`config.mk`:
```
export PLATFORM = sky130hd
export DESIGN_NAME = irq_steer
export DESIGN_NICKNAME = d
export VERILOG_FILES = /design/src/irq_steer_pkg.sv /design/src/chan_latch.sv /design/src/irq_steer.sv
export SDC_FILE = /design/constraint.sdc
export NUM_CORES = 1
export LEC_CHECK = 0
export BUFFER_PORTS_ARGS = -buffer_cell sky130_fd_sc_hd__buf_2
export CAP_MARGIN = 20
export CORE_UTILIZATION = 54
export CTS_CLUSTER_SIZE = 24
export DETAILED_ROUTE_END_ITERATION = 10
export GPL_TIMING_DRIVEN = 0
export PLACE_DENSITY = 0.88
export REMOVE_ABC_BUFFERS = 1
export SLEW_MARGIN = 0
export SYNTH_ARGS = -nofsm -noshare
export SYNTH_HDL_FRONTEND = slang
export SYNTH_SLANG_ARGS = --single-unit
```
`constraint.sdc`:
```
create_clock -name i_clk -period 2.85 [get_ports i_clk]
set_clock_uncertainty 0.1 [all_clocks]
set_input_delay 0.57 -clock i_clk [delete_from_list [all_inputs] [get_ports i_clk]]
set_output_delay 0.57 -clock i_clk [all_outputs]
set_load 0.02 [all_outputs]
```
`src/irq_steer_pkg.sv`:
```
// Shared constants and carrier types for the two-request interrupt steering block
package irq_steer_pkg;

  // Channel map
  localparam int NUM_CH    = 13;
  localparam int NUM_EXT   = 6;
  localparam int NUM_TMR   = 3;
  localparam int NUM_UART  = 3;
  localparam int NUM_ENA   = 12;
  localparam int CH_TMR0   = 6;
  localparam int CH_UART0  = 9;
  localparam int CH_WDOG   = 12;

  // Register byte offsets
  localparam logic [7:0] OFS_EXT_TRIGGER_CONFIG    = 8'h00;
  localparam logic [7:0] OFS_TIMER_POLARITY_CONFIG = 8'h04;
  localparam logic [7:0] OFS_EDGE_CLEAR            = 8'h08;
  localparam logic [7:0] OFS_LOW_PRIO_ENABLE       = 8'h0c;
  localparam logic [7:0] OFS_HIGH_PRIO_ENABLE      = 8'h10;
  localparam logic [7:0] OFS_LOW_PRIO_STATUS       = 8'h14;
  localparam logic [7:0] OFS_HIGH_PRIO_STATUS      = 8'h18;
  localparam logic [7:0] OFS_RAW_PENDING_VIEW      = 8'h1c;

  // Field positions
  localparam int EXT_POL_POS   = 0;   // polarity at 2i
  localparam int EXT_TRIG_POS  = 1;   // trigger type at 2i+1
  localparam int EXT_CFG_W     = 12;
  localparam int TMR_POL_W     = 3;
  localparam int CLR_NORMAL_W  = 9;   // bits 0..8 -> channels 0..8
  localparam int CLR_WDOG_POS  = 9;

  // Reset values
  localparam logic [11:0] EXT_CFG_RST = 12'h000;
  localparam logic [2:0]  TMR_POL_RST = 3'h0;
  localparam logic [11:0] ENA_RST     = 12'h000;

  // Avalon-MM request from the master
  typedef struct packed {
    logic        read;
    logic        write;
    logic [7:0]  address;
    logic [31:0] writedata;
    logic [3:0]  byteenable;
  } avs_req_type;

  // One channel's latch state
  typedef struct packed {
    logic prev;
    logic latch;
  } chan_state_type;

  // Controller state
  typedef struct packed {
    logic [11:0] ext_trigger_config;
    logic [2:0]  timer_polarity_config;
    logic [11:0] low_prio_enable;
    logic [11:0] high_prio_enable;
    logic        waitrequest;
    logic [31:0] readdata;
    logic        low_prio_req_n;
    logic        fast_request_n;
  } ctl_state_type;

endpackage

```
`src/chan_latch.sv`:
```
// One interrupt channel: polarity, edge detect and pending latch
`timescale 1ns/1ns

module chan_latch (
  // Clock and reset
  input  wire logic i_clk,
  input  wire logic i_sys_rst,
  // Source and configuration
  input  wire logic i_src,
  input  wire logic i_active_high,
  input  wire logic i_edge_mode,
  input  wire logic i_clear,
  // Pending state
  output logic      o_pending
);

  irq_steer_pkg::chan_state_type state;
  irq_steer_pkg::chan_state_type next_state;
  logic                          edge_seen;

  ////////////////////////////////////////////////////////////////////////////
  always_comb begin
    next_state = state;
    next_state.prev = i_src;
    edge_seen = i_active_high ? (i_src & ~state.prev) : (~i_src & state.prev);
    if (i_clear) begin
      next_state.latch = 1'b0;
    end
    if (edge_seen) begin
      next_state.latch = 1'b1;
    end
  end

  always_ff @(posedge i_clk) begin
    if (i_sys_rst) begin
      state <= '0;
    end else begin
      state <= next_state;
    end
  end

  assign o_pending = i_edge_mode ? state.latch : (i_src == i_active_high);
endmodule // chan_latch

```
`src/irq_steer.sv`:
```
// Thirteen-channel interrupt steering to low-priority and fast requests
//
// Implementation choices: the Avalon-MM interface to the registers and the register addresses.
`timescale 1ns/1ns

// How it works
// - OR of pending channels enabled for low priority drives the low request.
// - OR of pending channels enabled for fast drives the fast request.
// - Edge channels latch the edge and hold it until software clears it.
// - Low status bit is pending AND low enable; zero when disabled.
// - Fast status bits 0..11 are pending AND fast enable, zero when disabled; bit 12 is watchdog pending, unmasked.
// - Raw view shows every channel's pending state before any mask.
// - Writing one to a clear bit empties that edge latch; zero does nothing.
// - Clear writes leave level channels alone.
// - Clear bits 0..8 map channels 0..8, bit 9 the watchdog.
// - External config holds polarity at 2i and trigger type at 2i+1.
// - Polarity one means high level or rising edge, zero low or falling.
// - Timer polarity register holds channels 6, 7, 8 in bits 0..2.
// - Timer channels are always edge triggered.
// - UART channels are always level triggered and active high.
// - Watchdog channel 12 is edge triggered and always drives the fast request.
// - Both enable registers have one bit per channel 0..11.
// - Low status register is read only, channels 0..11 in bits 0..11.
// - Channels 0..5 external pins, 6..8 timers, 9..11 UARTs, 12 watchdog.
// - Raw view shows latch for edge channels, live input compared with polarity for level ones.
module irq_steer (
  // Clock and reset
  input  wire logic                       i_clk,
  input  wire logic                       i_sys_rst,
  // Avalon-MM slave
  input  wire irq_steer_pkg::avs_req_type i_avs_req,
  output logic [31:0]                     o_avs_readdata,
  output logic                            o_avs_waitrequest,
  // Interrupt sources
  input  wire logic [5:0]                 i_ext_int,
  input  wire logic [2:0]                 i_timer_int,
  input  wire logic [2:0]                 i_uart_int,
  input  wire logic                       i_wdog_int,
  // Requests to the core, active low
  output logic                            o_low_prio_req_n,
  output logic                            o_fast_request_n
);

  irq_steer_pkg::ctl_state_type state;
  irq_steer_pkg::ctl_state_type next_state;

  logic [12:0] src;
  logic [12:0] active_high;
  logic [12:0] edge_mode;
  logic [12:0] clear;
  logic [12:0] pending;
  logic [11:0] low_prio_status;
  logic [12:0] high_prio_status;
  logic        req;
  logic        commit_wr;
  logic [15:0] wr16;
  logic [15:0] wr_mask;
  logic [15:0] rd16;

  ////////////////////////////////////////////////////////////////////////////
  // Channel configuration

  assign src = {i_wdog_int, i_uart_int, i_timer_int, i_ext_int};

  always_comb begin
    active_high = '0;
    edge_mode   = '0;
    for (int i = 0; i < irq_steer_pkg::NUM_EXT; i++) begin
      active_high[i] = state.ext_trigger_config[2 * i + irq_steer_pkg::EXT_POL_POS];
      edge_mode[i]   = state.ext_trigger_config[2 * i + irq_steer_pkg::EXT_TRIG_POS];
    end
    for (int i = 0; i < irq_steer_pkg::NUM_TMR; i++) begin
      active_high[irq_steer_pkg::CH_TMR0 + i] = state.timer_polarity_config[i];
      edge_mode[irq_steer_pkg::CH_TMR0 + i]   = 1'b1;
    end
    for (int i = 0; i < irq_steer_pkg::NUM_UART; i++) begin
      active_high[irq_steer_pkg::CH_UART0 + i] = 1'b1;
      edge_mode[irq_steer_pkg::CH_UART0 + i]   = 1'b0;
    end
    active_high[irq_steer_pkg::CH_WDOG] = 1'b1;
    edge_mode[irq_steer_pkg::CH_WDOG]   = 1'b1;
  end

  ////////////////////////////////////////////////////////////////////////////
  // Bus decode

  assign req       = i_avs_req.read | i_avs_req.write;
  // Writes land only on the edge where waitrequest is seen low
  assign commit_wr = i_avs_req.write & ~state.waitrequest;
  assign wr_mask   = {{8{i_avs_req.byteenable[1]}}, {8{i_avs_req.byteenable[0]}}};
  assign wr16      = i_avs_req.writedata[15:0];

  always_comb begin
    clear = '0;
    if (commit_wr && i_avs_req.address == irq_steer_pkg::OFS_EDGE_CLEAR) begin
      clear[8:0] = wr16[irq_steer_pkg::CLR_NORMAL_W-1:0] & wr_mask[irq_steer_pkg::CLR_NORMAL_W-1:0];
      clear[irq_steer_pkg::CH_WDOG] = wr16[irq_steer_pkg::CLR_WDOG_POS] & wr_mask[irq_steer_pkg::CLR_WDOG_POS];
    end
  end

  ////////////////////////////////////////////////////////////////////////////
  // Channel latches

  for (genvar g = 0; g < irq_steer_pkg::NUM_CH; g++) begin : g_chan
    chan_latch u_chan (
      .i_clk         (i_clk),
      .i_sys_rst     (i_sys_rst),
      .i_src         (src[g]),
      .i_active_high (active_high[g]),
      .i_edge_mode   (edge_mode[g]),
      .i_clear       (clear[g]),
      .o_pending     (pending[g])
    );
  end

  ////////////////////////////////////////////////////////////////////////////
  // Status views

  assign low_prio_status = pending[11:0] & state.low_prio_enable;
  // fast status masked, watchdog forced in
  assign high_prio_status = {pending[irq_steer_pkg::CH_WDOG], pending[11:0] & state.high_prio_enable};

  // reserved and write-only read as zero
  always_comb begin
    rd16 = '0;
    unique case (i_avs_req.address)
      irq_steer_pkg::OFS_EXT_TRIGGER_CONFIG:    rd16 = {4'h0, state.ext_trigger_config};
      irq_steer_pkg::OFS_TIMER_POLARITY_CONFIG: rd16 = {13'h0000, state.timer_polarity_config};
      irq_steer_pkg::OFS_LOW_PRIO_ENABLE:       rd16 = {4'h0, state.low_prio_enable};
      irq_steer_pkg::OFS_HIGH_PRIO_ENABLE:      rd16 = {4'h0, state.high_prio_enable};
      irq_steer_pkg::OFS_LOW_PRIO_STATUS:       rd16 = {4'h0, low_prio_status};
      irq_steer_pkg::OFS_HIGH_PRIO_STATUS:      rd16 = {3'h0, high_prio_status};
      irq_steer_pkg::OFS_RAW_PENDING_VIEW:      rd16 = {3'h0, pending};
      default:                                  rd16 = '0;
    endcase
  end

  ////////////////////////////////////////////////////////////////////////////
  // State update

  always_comb begin
    next_state = state;
    // One wait cycle, then one ready cycle per request
    next_state.waitrequest = ~(req & state.waitrequest);
    if (i_avs_req.read && state.waitrequest) begin
      next_state.readdata = {16'h0000, rd16};
    end
    if (commit_wr) begin
      unique case (i_avs_req.address)
        irq_steer_pkg::OFS_EXT_TRIGGER_CONFIG: begin
          next_state.ext_trigger_config =
            (state.ext_trigger_config & ~wr_mask[11:0]) | (wr16[11:0] & wr_mask[11:0]);
        end
        irq_steer_pkg::OFS_TIMER_POLARITY_CONFIG: begin
          next_state.timer_polarity_config =
            (state.timer_polarity_config & ~wr_mask[2:0]) | (wr16[2:0] & wr_mask[2:0]);
        end
        irq_steer_pkg::OFS_LOW_PRIO_ENABLE: begin
          next_state.low_prio_enable =
            (state.low_prio_enable & ~wr_mask[11:0]) | (wr16[11:0] & wr_mask[11:0]);
        end
        irq_steer_pkg::OFS_HIGH_PRIO_ENABLE: begin
          next_state.high_prio_enable =
            (state.high_prio_enable & ~wr_mask[11:0]) | (wr16[11:0] & wr_mask[11:0]);
        end
        default: begin
          next_state.readdata = state.readdata;
        end
      endcase
    end
    next_state.low_prio_req_n = ~(|low_prio_status);
    next_state.fast_request_n = ~(|high_prio_status);
  end

  always_ff @(posedge i_clk) begin
    if (i_sys_rst) begin
      state.ext_trigger_config    <= irq_steer_pkg::EXT_CFG_RST;
      state.timer_polarity_config <= irq_steer_pkg::TMR_POL_RST;
      state.low_prio_enable       <= irq_steer_pkg::ENA_RST;
      state.high_prio_enable      <= irq_steer_pkg::ENA_RST;
      state.waitrequest           <= 1'b1;
      state.readdata              <= 32'h0000_0000;
      state.low_prio_req_n        <= 1'b1;
      state.fast_request_n        <= 1'b1;
    end else begin
      state <= next_state;
    end
  end

  assign o_avs_readdata    = state.readdata;
  assign o_avs_waitrequest = state.waitrequest;
  assign o_low_prio_req_n  = state.low_prio_req_n;
  assign o_fast_request_n  = state.fast_request_n;

  ////////////////////////////////////////////////////////////////////////////
  // Register checks

  // Both lanes enabled, so the whole field is written
  logic full_wr;
  assign full_wr = commit_wr && i_avs_req.byteenable[1:0] == 2'h3;
endmodule // irq_steer

```
==> reports/metrics.cfg <==
[placed_design]
gp_congestion=0.943
dp_hpwl_um=7400
port_buffers=54

[drt]
ant_nets=0
drt_iter0_drc=395
wl_um=10500
first_pass_iters=5
vias=3607
via_per_inst=5.99
wl_per_cell_um=17.5
drc=0

[sta]
min_period_over_period=0.957
rsz0062_at_grt=false
period_needed_ns=2.73
worst_pin_slew_ns=0.982
hold_violations=0
max-slew-margin-rel=0.344
drv_slew=0
tns_ns=0
holdWs_ns=0.350
fmax_mhz=366
setup_viol=0

[min_path]
hold_path.class=primary input to flip-flop

[clocking]
cts.sinks=75
postCtsHoldBufs=0
cts_tree=done
clockBufferDepth=2
cts_buffers=9
cts.reportedPaths.clkPinSlew_ns=0.08
post_cts_resized=0
ctsHtreeMaxLevel=3
root_buffer=clkbuf_8
clock_latency_ns=0.35
cts_post_setup_buffers_inserted=0

[critical_path]
r2r_cells=4
crit_fanout=33
end_kind=flip-flop
rr_startpoint=o_avs_waitrequest
crit_type=primary input to flip-flop
critPathLaunch=i_avs_req[39]
critPathLaunchType=primary input
cp.arrival_ns=2.87
rrSetupSlack_ns=0.35
cp_data_required_time_ns=2.99

[die]
die_x_um=88.8
ios=96
die_height_um=88.8
die-area_mm2=0.00789
start_util=0.561
core_mm2=0.00725
rows=31

[cells_and_area]
final_common_cell=dfxtp_1
fillers=629
multi_input_area_mm2=0.00228
area_growth_syn_to_layout_pct=9.52
drive_above_1_share=0.195
diodes=0
mostFrequentLayoutCells=dfxtp_1 (75), nor2_1 (64), buf_2 (54), nand2_1 (45), mux2i_1 (44)
register_area_mm2=0.00150
nNetsFinal=559

[synthesis]
synth_edf_count=0
synth_top_area_cell=dfxtp_1
ys_warn_count=0
synth_top_area_frac=0.369
mappedNetlistArea_mm2=0.00407
yosys_register_bits=75
synth_flop_cell=dfxtp_1
synth_cell_types=53
synth.top_cells.by_area=dfxtp_1 (37%), mux2i_1 (11%), buf_4 (5.9%), nor2_1 (5.9%), nand2_1 (4.1%)
synthCells=470
ys_seq_area_frac=0.369
syn_area_per_cell_um2=8.67
async_flop_share=0

[grt]
grt_pass1_wl_um=16500
antenna_found_initial=0
grt_max_degree=66
grt-ovfl-total=0
grt_pass1_vias=3308
grt.total_usage=0.281

[power]
powerDensity_mw_per_mm2=516
leakagePower_nw=1.66
power.total_mw=2.30
peakVddDrop_mv=0.290

[outcome]
status=finished, final reports clean

[flow_run]
drv_cap=0

==> metrics by stage <==
step	util	std cells	setup slack (ns)	instance area [µm²]
after floorplan	-	431	0.522	3790
after CTS	0.612	601	0.126	4440
after global placement	0.577	584	-0.748	4180
after detailed placement	0.579	585	-0.175	4200
final	0.615	602	0.121	4460
after global routing	0.615	602	0.0831	4460
==> cell families (layout without fill, tap and decap cells) <==
family / after synthesis / in the layout / synth area share
AND/OR/NAND/NOR: 181 / 181 / 0.241
AO/OA/AOI/OAI: 96 / 96 / 0.157
flip-flops: 75 / 75 / 0.369
buffers and inverters: 59 / 74 / 0.0882
multiplexers: 53 / 53 / 0.133
XOR/XNOR: 5 / 5 / 0.0108
other: 1 / 19 / 0.000921
==> cell type report <==
cell class	instances	area share
clock inverters	5	0.0224
multi-input cells	354	0.512
clock buffers	11	0.0317
repair buffers	56	0.0676
well taps	99	0.0278
flip-flops and latches	75	0.337
inverters	2	0.00168
==> worst min path at each step <==
stage / startpoint / to / slack (ns) / cells after the start
6_report: i_wdog_int / g_chan[12].u_chan.state[1] / 0.35 / 2
3_3_place_gp: o_avs_readdata[12] / o_avs_readdata[12] / 0.34 / 2
2_1_floorplan: g_chan[4].u_chan.state[0] / g_chan[4].u_chan.state[0] / 0.35 / 2
4_1_cts: i_wdog_int / g_chan[12].u_chan.state[1] / 0.35 / 2
5_1_grt: i_ext_int[0] / g_chan[0].u_chan.state[1] / 0.37 / 2
3_5_place_dp: o_avs_readdata[12] / o_avs_readdata[12] / 0.36 / 2
==> worst max-delay path: stages <==
cell,delay [ns]
buf_2,0.28
or4b_1,0.77
nor4_4,0.85
mux2i_1,0.31
nor2_1,0.07
==> cell usage after synthesis (6+ instances only) <==
library cell and count:
a21oi_1 23, a22o_1 6, a22oi_1 6, a31oi_1 6
buf_4 32, clkbuf_1 16, dfxtp_1 75, mux2_2 9
mux2i_1 44, nand2_1 45, nand2b_1 7, nand3_1 13
nand3b_1 6, nor2_1 64, nor2b_1 10, nor3b_1 6
nor4_4 6, o21ai_0 19
==> where the power goes <==
part           leakage, nW  internal, mW  total (mW)  switching, mW
Sequential           0.610          1.07        1.08         0.0160
Combinational        0.929        0.0698       0.219          0.149
Clock                0.123         0.603        1.00          0.397
Total                 1.66          1.74        2.30          0.562
==> routing by layer <==
| layer | track usage | vias up | routed length, µm |
|---|---|---|---|
| li1 | - | 1683 | - |
| met1 | 0.371 | 1680 | 4530 |
| met2 | 0.434 | 211 | 4790 |
| met3 | 0.0420 | 33 | 760 |
| met4 | 0.174 | 0 | 458 |
| met5 | 0 | - | 0 |
(Power assumes the default switching activity.)
